===== config.mk =====
export PLATFORM = sky130hd
export DESIGN_NAME = tcpm_pin_mode
export DESIGN_NICKNAME = d
export VERILOG_FILES = /design/src/hdl/tcpm_pkg.sv /design/src/hdl/tcpm_od_pin.sv /design/src/hdl/tcpm_pin_mode.sv
export VERILOG_INCLUDE_DIRS = /design/src /design/src/hdl
export SDC_FILE = /design/constraint.sdc
export NUM_CORES = 1
export LEC_CHECK = 0
export BUFFER_PORTS_ARGS = -buffer_cell sky130_fd_sc_hd__buf_2
export CELL_PAD_IN_SITES_DETAIL_PLACEMENT = 1
export CELL_PAD_IN_SITES_GLOBAL_PLACEMENT = 1
export CORE_AREA = 2 2 51 53
export CTS_CLUSTER_SIZE = 25
export DETAILED_ROUTE_END_ITERATION = 10
export DIE_AREA = 0 0 53 55
export GPL_TIMING_DRIVEN = 0
export PLACE_DENSITY = 0.79
export SETUP_SLACK_MARGIN = 0.1
export SLEW_MARGIN = 20
export SYNTH_ARGS = -nofsm -noshare
export SYNTH_HDL_FRONTEND = slang
export SYNTH_HIERARCHICAL = 1
export SYNTH_SLANG_ARGS = --single-unit

===== constraint.sdc =====
create_clock -name ref_clk -period 1.5 [get_ports ref_clk]
set_input_delay 0.075 -clock ref_clk [delete_from_list [all_inputs] [get_ports ref_clk]]
set_output_delay 0.075 -clock ref_clk [all_outputs]
set_load 0.02 [all_outputs]

===== src/hdl/tcpm_consts.svh =====
// timing counts and encodings for the type-c pin mode logic
// included by the package users; definitions only
`ifndef TCPM_CONSTS_SVH
`define TCPM_CONSTS_SVH
`define TCPM_I2C_ADDR_HIGH 7'h67
`define TCPM_I2C_ADDR_LOW  7'h47
`define TCPM_CLK_MHZ       200
`define TCPM_SETTLE_NS     100
`define TCPM_SETTLE_CYC    ((`TCPM_SETTLE_NS * `TCPM_CLK_MHZ) / 1000)
`endif


===== src/hdl/tcpm_pkg.sv =====
// types for the type-c pin mode logic
// tri-level straps arrive already resolved to two bits
package tcpm_pkg;
	typedef enum logic [1:0] {
		TCPM_LVL_LOW  = 2'h0,
		TCPM_LVL_OPEN = 2'h1,
		TCPM_LVL_HIGH = 2'h2
	} tcpm_level_type;

	typedef enum logic [1:0] {
		TCPM_CUR_DEFAULT = 2'h0,
		TCPM_CUR_MEDIUM  = 2'h1,
		TCPM_CUR_HIGH    = 2'h2
	} tcpm_current_type;

	typedef enum logic [2:0] {
		TCPM_ROLE_UFP = 3'h1,
		TCPM_ROLE_DRP = 3'h2,
		TCPM_ROLE_DFP = 3'h4
	} tcpm_role_type;

	typedef struct packed {
		logic             attached;
		logic             acting_source;
		tcpm_current_type detected_current;
		logic             audio_accessory;
		logic             vconn_overcurrent;
		logic             regs_changed;
	} tcpm_cc_status_type;

	typedef struct packed {
		logic       i2c_enabled;
		logic [6:0] i2c_address;
	} tcpm_bus_mode_type;
endpackage : tcpm_pkg

===== src/hdl/tcpm_od_pin.sv =====
// one open-drain pin: pull low when asserted, released otherwise
// the board pull-up sets the high level
`timescale 1ns/1ps
module tcpm_od_pin (
	input  wire logic ref_clk,
	input  wire logic rstn,
	// request
	input  wire logic pull_low,
	// pin
	output logic      pin_o,
	output logic      pin_oe_n
);
	always_ff @(posedge ref_clk) begin
		if (!rstn) begin
			pin_o    <= 1'b0;
			pin_oe_n <= 1'b1;
		end else begin
			pin_o    <= 1'b0;
			pin_oe_n <= ~pull_low;
		end
	end
endmodule : tcpm_od_pin


===== src/hdl/tcpm_pin_mode.sv =====
// Behaviour
// - a high address strap enables the serial bus at address 0x67.
// - a low address strap enables the serial bus at address 0x47.
// - an open address strap disables the serial bus and selects gpio status outputs.
// - with the bus enabled the shared pins carry bus data and clock driven by the host.
// - in bus mode the interrupt pin is pulled low when internal registers change.
// - in gpio mode the third output is low on audio accessory detection, else high.
// - in gpio mode as ufp the first output is low for medium or high current, else high.
// - in gpio mode as ufp the second output is low only for high current.
// - the vconn fault pin is pulled low on vconn overcurrent.
// - the attach pin is pulled low on attachment while the port acts as source and the cc logic is running.
// - the role strap is sampled on cc enable and after soft reset: high dfp, open drp, low ufp.
// - in gpio mode as dfp the current strap sets the advertised current; ignored as ufp.
// pin mode selection and status pins for a type-c port controller
// straps resolved to tri-level codes outside; cc logic supplies status
`timescale 1ns/1ps
`include "tcpm_consts.svh"
module tcpm_pin_mode (
	// clock and reset
	input  wire logic                         ref_clk,
	input  wire logic                         rstn,
	// straps and enables
	input  wire tcpm_pkg::tcpm_level_type     addr_strap,
	input  wire tcpm_pkg::tcpm_level_type     port_strap,
	input  wire tcpm_pkg::tcpm_level_type     current_strap,
	input  wire logic                         cc_enable_low,
	input  wire logic                         soft_reset,
	// cc logic status
	input  wire tcpm_pkg::tcpm_cc_status_type cc_status,
	// serial bus engine side, open-drain requests
	input  wire logic                         bus_data_pull,
	input  wire logic                         bus_clock_pull,
	// shared data pin
	input  wire logic                         data_or_current_lo_in,
	output logic                              data_or_current_lo_out,
	output logic                              data_or_current_lo_oe_n,
	// shared clock pin
	input  wire logic                         clock_or_current_hi_in,
	output logic                              clock_or_current_hi_out,
	output logic                              clock_or_current_hi_oe_n,
	// dedicated open-drain pins
	output logic                              irq_or_audio_detect_out,
	output logic                              irq_or_audio_detect_oe_n,
	output logic                              vconn_overcurrent_flag,
	output logic                              vconn_overcurrent_oe_n,
	output logic                              source_attach_out,
	output logic                              source_attach_oe_n,
	// to bus engine and cc logic
	output logic                              bus_data_in,
	output logic                              bus_clock_in,
	output tcpm_pkg::tcpm_bus_mode_type       bus_mode,
	output tcpm_pkg::tcpm_role_type           port_role,
	output tcpm_pkg::tcpm_current_type        advertised_current,
	output logic                              cc_running
);
	logic                       gpio_mode;
	logic                       cc_on_prev;
	logic                       role_sample;
	logic                       ufp_role;
	logic                       dfp_side;
	logic                       pull_lo;
	logic                       pull_hi;
	logic                       pull_irq;
	logic                       pull_vconn;
	logic                       pull_attach;
	tcpm_pkg::tcpm_role_type    next_role;
	tcpm_pkg::tcpm_current_type next_adv;

	function automatic tcpm_pkg::tcpm_role_type role_of(input tcpm_pkg::tcpm_level_type lvl);
		case (lvl)
			tcpm_pkg::TCPM_LVL_HIGH: role_of = tcpm_pkg::TCPM_ROLE_DFP;
			tcpm_pkg::TCPM_LVL_LOW:  role_of = tcpm_pkg::TCPM_ROLE_UFP;
			default:                 role_of = tcpm_pkg::TCPM_ROLE_DRP;
		endcase
	endfunction : role_of

	// bus address strap decode
	always_ff @(posedge ref_clk) begin
		if (!rstn) begin
			bus_mode <= '0;
		end else if (addr_strap == tcpm_pkg::TCPM_LVL_HIGH) begin
			bus_mode <= '{i2c_enabled: 1'b1, i2c_address: `TCPM_I2C_ADDR_HIGH};
		end else if (addr_strap == tcpm_pkg::TCPM_LVL_LOW) begin
			bus_mode <= '{i2c_enabled: 1'b1, i2c_address: `TCPM_I2C_ADDR_LOW};
		end else begin
			bus_mode <= '0;
		end
	end
	assign gpio_mode = ~bus_mode.i2c_enabled;

	// cc enable level is active low
	always_ff @(posedge ref_clk) begin
		if (!rstn) begin
			cc_running <= 1'b0;
			cc_on_prev <= 1'b0;
		end else begin
			cc_running <= ~cc_enable_low;
			cc_on_prev <= cc_running;
		end
	end

	// sample only on enable edge or soft reset, so strap changes mid-session are ignored
	assign role_sample = (cc_running & ~cc_on_prev) | (cc_running & soft_reset);
	assign next_role   = role_sample ? role_of(port_strap) : port_role;
	always_ff @(posedge ref_clk) begin
		if (!rstn) begin
			port_role <= tcpm_pkg::TCPM_ROLE_DRP;
		end else begin
			port_role <= next_role;
		end
	end

	assign ufp_role = (port_role == tcpm_pkg::TCPM_ROLE_UFP) || !cc_status.acting_source;
	assign dfp_side = cc_running && !ufp_role;

	// advertisement from current strap in gpio mode when not ufp
	always_comb begin
		next_adv = tcpm_pkg::TCPM_CUR_DEFAULT;
		if (gpio_mode && dfp_side) begin
			case (current_strap)
				tcpm_pkg::TCPM_LVL_HIGH: next_adv = tcpm_pkg::TCPM_CUR_HIGH;
				tcpm_pkg::TCPM_LVL_OPEN: next_adv = tcpm_pkg::TCPM_CUR_MEDIUM;
				default:                 next_adv = tcpm_pkg::TCPM_CUR_DEFAULT;
			endcase
		end
	end
	always_ff @(posedge ref_clk) begin
		if (!rstn) begin
			advertised_current <= tcpm_pkg::TCPM_CUR_DEFAULT;
		end else begin
			advertised_current <= next_adv;
		end
	end

	// pull requests per pin
	always_comb begin
		if (!gpio_mode) begin
			pull_lo  = bus_data_pull;
			pull_hi  = bus_clock_pull;
			pull_irq = cc_status.regs_changed;
		end else begin
			pull_lo  = ufp_role && cc_status.detected_current != tcpm_pkg::TCPM_CUR_DEFAULT;
			pull_hi  = ufp_role && cc_status.detected_current == tcpm_pkg::TCPM_CUR_HIGH;
			pull_irq = cc_status.audio_accessory;
		end
	end
	assign pull_vconn  = cc_status.vconn_overcurrent;
	assign pull_attach = cc_status.attached && cc_status.acting_source && cc_running;

	// bus inputs only meaningful in bus mode
	assign bus_data_in  = bus_mode.i2c_enabled ? data_or_current_lo_in : 1'b1;
	assign bus_clock_in = bus_mode.i2c_enabled ? clock_or_current_hi_in : 1'b1;

	// one register stage per pin; bus timing at 200 MHz easily tolerates it
	tcpm_od_pin u_lo (
		.ref_clk  (ref_clk),
		.rstn     (rstn),
		.pull_low (pull_lo),
		.pin_o    (data_or_current_lo_out),
		.pin_oe_n (data_or_current_lo_oe_n)
	);
	tcpm_od_pin u_hi (
		.ref_clk  (ref_clk),
		.rstn     (rstn),
		.pull_low (pull_hi),
		.pin_o    (clock_or_current_hi_out),
		.pin_oe_n (clock_or_current_hi_oe_n)
	);
	tcpm_od_pin u_irq (
		.ref_clk  (ref_clk),
		.rstn     (rstn),
		.pull_low (pull_irq),
		.pin_o    (irq_or_audio_detect_out),
		.pin_oe_n (irq_or_audio_detect_oe_n)
	);
	tcpm_od_pin u_vconn (
		.ref_clk  (ref_clk),
		.rstn     (rstn),
		.pull_low (pull_vconn),
		.pin_o    (vconn_overcurrent_flag),
		.pin_oe_n (vconn_overcurrent_oe_n)
	);
	tcpm_od_pin u_attach (
		.ref_clk  (ref_clk),
		.rstn     (rstn),
		.pull_low (pull_attach),
		.pin_o    (source_attach_out),
		.pin_oe_n (source_attach_oe_n)
	);

	property p_addr_high;
		@(posedge ref_clk) disable iff (!rstn)
		addr_strap == tcpm_pkg::TCPM_LVL_HIGH |=> bus_mode.i2c_enabled && bus_mode.i2c_address == 7'h67;
	endproperty
	a_addr_high: assert property (p_addr_high) else $error("high strap address wrong");

	property p_addr_low;
		@(posedge ref_clk) disable iff (!rstn)
		addr_strap == tcpm_pkg::TCPM_LVL_LOW |=> bus_mode.i2c_enabled && bus_mode.i2c_address == 7'h47;
	endproperty
	a_addr_low: assert property (p_addr_low) else $error("low strap address wrong");

	property p_gpio_sel;
		@(posedge ref_clk) disable iff (!rstn)
		addr_strap == tcpm_pkg::TCPM_LVL_OPEN |=> !bus_mode.i2c_enabled;
	endproperty
	a_gpio_sel: assert property (p_gpio_sel) else $error("open strap left bus enabled");

	property p_bus_data;
		@(posedge ref_clk) disable iff (!rstn)
		bus_mode.i2c_enabled && bus_data_pull |=> !data_or_current_lo_oe_n;
	endproperty
	a_bus_data: assert property (p_bus_data) else $error("bus data pull not driven");

	property p_irq;
		@(posedge ref_clk) disable iff (!rstn)
		bus_mode.i2c_enabled && cc_status.regs_changed |=> !irq_or_audio_detect_oe_n;
	endproperty
	a_irq: assert property (p_irq) else $error("interrupt not pulled");

	property p_audio;
		@(posedge ref_clk) disable iff (!rstn)
		gpio_mode |=> irq_or_audio_detect_oe_n == !$past(cc_status.audio_accessory);
	endproperty
	a_audio: assert property (p_audio) else $error("audio output wrong");

	property p_cur_hi;
		@(posedge ref_clk) disable iff (!rstn)
		gpio_mode && ufp_role && cc_status.detected_current == tcpm_pkg::TCPM_CUR_HIGH
			|=> !data_or_current_lo_oe_n && !clock_or_current_hi_oe_n;
	endproperty
	a_cur_hi: assert property (p_cur_hi) else $error("high current outputs wrong");

	property p_cur_med;
		@(posedge ref_clk) disable iff (!rstn)
		gpio_mode && ufp_role && cc_status.detected_current == tcpm_pkg::TCPM_CUR_MEDIUM
			|=> !data_or_current_lo_oe_n && clock_or_current_hi_oe_n;
	endproperty
	a_cur_med: assert property (p_cur_med) else $error("medium current outputs wrong");

	property p_vconn;
		@(posedge ref_clk) disable iff (!rstn)
		cc_status.vconn_overcurrent |=> !vconn_overcurrent_oe_n ##1 1'b1;
	endproperty
	a_vconn: assert property (p_vconn) else $error("vconn fault not pulled");

	property p_attach;
		@(posedge ref_clk) disable iff (!rstn)
		!cc_status.acting_source |=> source_attach_oe_n;
	endproperty
	a_attach: assert property (p_attach) else $error("attach shown while sink");

	property p_role;
		@(posedge ref_clk) disable iff (!rstn)
		role_sample && port_strap == tcpm_pkg::TCPM_LVL_LOW |=> port_role == tcpm_pkg::TCPM_ROLE_UFP;
	endproperty
	a_role: assert property (p_role) else $error("role strap not sampled");

	property p_adv;
		@(posedge ref_clk) disable iff (!rstn)
		gpio_mode && dfp_side && current_strap == tcpm_pkg::TCPM_LVL_HIGH
			|=> advertised_current == tcpm_pkg::TCPM_CUR_HIGH;
	endproperty
	a_adv: assert property (p_adv) else $error("advertised current wrong");

	property p_bus_clock;
		@(posedge ref_clk) disable iff (!rstn)
		bus_mode.i2c_enabled |=> clock_or_current_hi_oe_n == !$past(bus_clock_pull);
	endproperty
	a_bus_clock: assert property (p_bus_clock) else $error("bus clock pull not followed");

	property p_cur_def;
		@(posedge ref_clk) disable iff (!rstn)
		gpio_mode && ufp_role && cc_status.detected_current == tcpm_pkg::TCPM_CUR_DEFAULT
			|=> data_or_current_lo_oe_n && clock_or_current_hi_oe_n;
	endproperty
	a_cur_def: assert property (p_cur_def) else $error("default current outputs wrong");

	// a source never reports detected current, both outputs stay released
	property p_cur_src;
		@(posedge ref_clk) disable iff (!rstn)
		gpio_mode && !ufp_role |=> data_or_current_lo_oe_n && clock_or_current_hi_oe_n;
	endproperty
	a_cur_src: assert property (p_cur_src) else $error("current outputs pulled while source");

	property p_vconn_off;
		@(posedge ref_clk) disable iff (!rstn)
		!cc_status.vconn_overcurrent |=> vconn_overcurrent_oe_n;
	endproperty
	a_vconn_off: assert property (p_vconn_off) else $error("vconn fault pulled without fault");

	property p_attach_on;
		@(posedge ref_clk) disable iff (!rstn)
		cc_status.attached && cc_status.acting_source && cc_running |=> !source_attach_oe_n;
	endproperty
	a_attach_on: assert property (p_attach_on) else $error("attach not shown while source");

	property p_role_hold;
		@(posedge ref_clk) disable iff (!rstn)
		!role_sample |=> $stable(port_role);
	endproperty
	a_role_hold: assert property (p_role_hold) else $error("role changed without sample");

	property p_adv_dflt;
		@(posedge ref_clk) disable iff (!rstn)
		!(gpio_mode && dfp_side) |=> advertised_current == tcpm_pkg::TCPM_CUR_DEFAULT;
	endproperty
	a_adv_dflt: assert property (p_adv_dflt) else $error("advertised current not default");
endmodule : tcpm_pin_mode


* Word-level counts from Yosys, hierarchy flattened *
Cells that the tools add are included.
W data, S select, Z words.

cells by class
  equality and inequality tests = 6
  muxes and demuxes = 9
  bitwise operators = 12
  reduce and logical (&&, ||, !) cells = 14

operators by type and width
  kind                  number
  $mux W8               2
  $not A1 Y1            9
  $eq A2 B2 Y1 const B  4
  $logic_and A1 B1 Y1   6
  $pmux W3 S2           1
  $mux W1               5
  $logic_not A2 Y1      2
  $pmux W2 S2           1
  $eq A3 B1 Y1 const B  1
  $and A1 B1 Y1         2
  $eq A2 B1 Y1 const B  1
  $logic_not A1 Y1      2
  $reduce_and A2 Y1     1
  $reduce_bool A2 Y1    1
  $reduce_or A2 Y1      1
  $logic_or A1 B1 Y1    1
  $or A1 B1 Y1          1

word-level totals
  register bits after elaboration = 20
  output and inout bits = 26
  logic and storage cells = 53

* Longest topological paths before layout *
  word-level depth = 6
  mapped depth = 4
  gate-level depth less buffers = 4

* Cells and area by module *
The synthesis kept the hierarchy.

modules (own cells, without submodules)
  module         instances  cells each  area each (µm²)  seq. area each (µm²)
  tcpm_pin_mode  1          49          425.4            180.2
  tcpm_od_pin    5          4           35.0             20.0

* Least setup slack after synthesis *
OpenSTA, ideal clock, no wires.

  kind = reg2reg
  from = register bus_mode[2] (netlist name)
  to = register u_lo.pin_oe_n
  setup time = 120 ps
  arrival time = 1,025 ps
  required time = 1,380 ps
  setup slack = 355 ps
  cell stages (with the launch flop) = 5
  path through = dfxtp_1 > nand2b_1 > a21oi_2 > nor3_1 > nand2_1

RTL lines
  what                  line               source
  to (signal assigned)  tcpm_od_pin.sv:19  pin_oe_n <= ~pull_low;
  to (decl)             tcpm_od_pin.sv:11  output logic pin_oe_n

==> results.json <==
{
  "start_util_pct": 25.4,
  "leakage_uw": 0.000491,
  "drc": 0,
  "cp-end-kind": "primary output",
  "outcome": "finished, final reports clean",
  "max_cap_viol_count": 0,
  "clock_path_buffers": 2,
  "cp.arrival_ps": 1150,
  "finClkSkew_ps": 1.39,
  "wl_per_cell_um": 10.5,
  "final_common_cell": "buf_2",
  "topRoutingLayerUsed": "met3",
  "path_clk_slew_ps": 90,
  "synth.area.top_cells": "dfxtp_1 47%, buf_4 14%, nand2_1 5.0%, conb_1 3.8%, nor2_1 3.8%",
  "htree_levels": 1,
  "finalPower_uw": 833,
  "grt_pass1_wl_mm": 2.38,
  "overflow": 0,
  "initialDrtViolationCount": 2,
  "vias": 571,
  "die_w_um": 53,
  "synth_top_area_share_pct": 46.7,
  "place.gp.congestion": 0.647,
  "stdcell_area_um2": 915,
  "clock_latency_ps": 280,
  "ys_ff_latch": 14,
  "post-dp-hpwl_mm": 1.26,
  "grt_max_degree": 14,
  "crit_start": "bus_mode[2]$_SDFF_PN0_",
  "yosysTopAreaCell": "dfxtp_1",
  "rr_endpoint": "u_lo/pin_oe_n$_SDFF_PN1_",
  "ff2ff_path_depth": 4,
  "drive_gt1_share_pct": 48.7,
  "wl_met2_um": 853,
  "cts_tree": "done",
  "cts.sinks": 14,
  "path_class": "reg2out",
  "netlist_instances": 69,
  "synth-seq-area-share_pct": 46.7,
  "drt-total-wl_mm": 1.55,
  "grt_pass1_vias": 559,
  "avgSynthCellArea_um2": 8.70,
  "finalHoldViolCount": 0,
  "min-delay-start": "cc_status[0]",
  "area_delta_synth_final_pct": 52.3,
  "dr_wl_met3_um": 133,
  "io_pins": 47,
  "antenna_found_initial": 0,
  "fin_hold_ws_ps": 74.7,
  "grt_usage_pct": 11.9,
  "yosys_warnings": 6,
  "min_period_over_period_pct": 81.6,
  "nets": 139,
  "clock.fmax_mhz": 817,
  "finalSetupViolCount": 0,
  "path_max_fanout": 13,
  "dpl_cell_area_um2": 837,
  "drt-met1-wl_um": 560,
  "design.core.area_um2": 2360,
  "post-place-ws_ps": 269,
  "firstDrtPassIters": 4,
  "rows": 18,
  "reg2reg_from": "bus_mode[2]$_SDFF_PN0_",
  "dieArea_um2": 2920,
  "viasPerCell": 3.88,
  "holdPathStages": 3,
  "syn_area_um2": 601,
  "max-vdd-ir-drop_v": 0.000423,
  "critPathRequiredTime_ps": 1420,
  "synth_cell_types": 22,
  "layout_common_cells": "39 x buf_2, 13 x dfxtp_1, 11 x buf_4",
  "fin_crit_ps": 1220,
  "critPathLaunchType": "flop",
  "io_buffers": 39,
  "min_path_type": "in2reg",
  "holdPathEnd": "u_irq/pin_oe_n$_SDFF_PN1_",
  "r2r_setup_slack_ps": 410,
  "setup_slack_ps": 277,
  "root_buffer": "clkbuf_4",
  "slew_viol_final": 0,
  "antenna_left": 0,
  "tns_ps": 0,
  "dieHeight_um": 55,
  "antenna_cells": 0,
  "grt_setup_unrepaired": "no",
  "power_density_nw_per_um2": 911,
  "numCtsBuffers": 3
}
## cell type report
cell class	instances	area (um2)
well taps	30	37.5
multi-input cells	42	230
clock buffers	4	36.3
flip-flops and latches	14	282
fillers	310	1450
inverters	3	11.3
repair buffers	43	235
plain buffers	11	82.6
## critical path, cell delays in order, from the launching register on
cell,delay (ps)
dfxtp_2,450
or2b_1,260
buf_2,160
## sequential cells by signal, indices dropped and copies added (netlist names)
register / flops
bus_mode: 2
port_role: 3
advertised_current: 2
cc_running: 1
cc_on_prev: 1
u_irq/pin_oe_n: 1
u_lo/pin_oe_n: 1
u_attach/pin_oe_n: 1
u_vconn/pin_oe_n: 1
u_hi/pin_oe_n: 1
## timing repair
action,4_1_cts,5_1_grt
endpoints found under the hold margin,4,0
setup buffers,0,0
gates resized for setup,0,1
hold buffers,4,0
endpoints found under the setup margin,0,2
## stage by stage
step	utilization [%]	instances
detailed placement	35.4	139
finish	38.7	147
CTS	38.6	147
floorplan	-	70
global route	38.7	147
global placement	35.4	139
## worst max path at each step
stage | endpoint | slack [ps] | depth (start not counted)
6_report | bus_clock_in | 280 | 2
5_1_grt | bus_clock_in | 210 | 2
4_1_cts | bus_clock_in | 130 | 2
3_5_place_dp | u_lo/pin_oe_n$_SDFF_PN1_ | 270 | 4
3_3_place_gp | u_lo/pin_oe_n$_SDFF_PN1_ | 390 | 4
2_1_floorplan | u_lo/pin_oe_n$_SDFF_PN1_ | 360 | 4
## cell usage after synthesis
cell type,n
mux2i_1,1
inv_1,3
or2b_1,2
o21ai_0,1
and2_1,2
conb_1,6
o211ai_1,1
mux2_2,1
nor2_1,6
nor3_1,2
nor2b_1,1
buf_4,11
nand3_1,1
a22oi_1,1
nand3b_1,1
nand4_1,1
and3_1,1
nand2b_1,2
and4b_1,2
nand2_1,8
dfxtp_1,14
a21oi_2,1
## logic make-up after synthesis
family / after synthesis / synth area share [%]
flip-flops: 14 / 46.7
AO/OA/AOI/OAI: 4 / 4.79
other: 6 / 3.75
AND/OR/NAND/NOR: 29 / 25.6
buffers and inverters: 14 / 15.6
multiplexers: 2 / 3.54
## power breakdown
group | internal [uW] | total, uW | switching, uW
registers | 387 | 398 | 10.9
clock network | 148 | 272 | 125
logic | 75.6 | 162 | 86.7
## per-layer routing
layer	up-vias	GRT usage (%)
met2	26	23.5
met1	250	11.0
met3	0	4.84
met5	-	0
li1	295	-
met4	0	3.85
No activity file was read; power rests on OpenSTA's default activity.
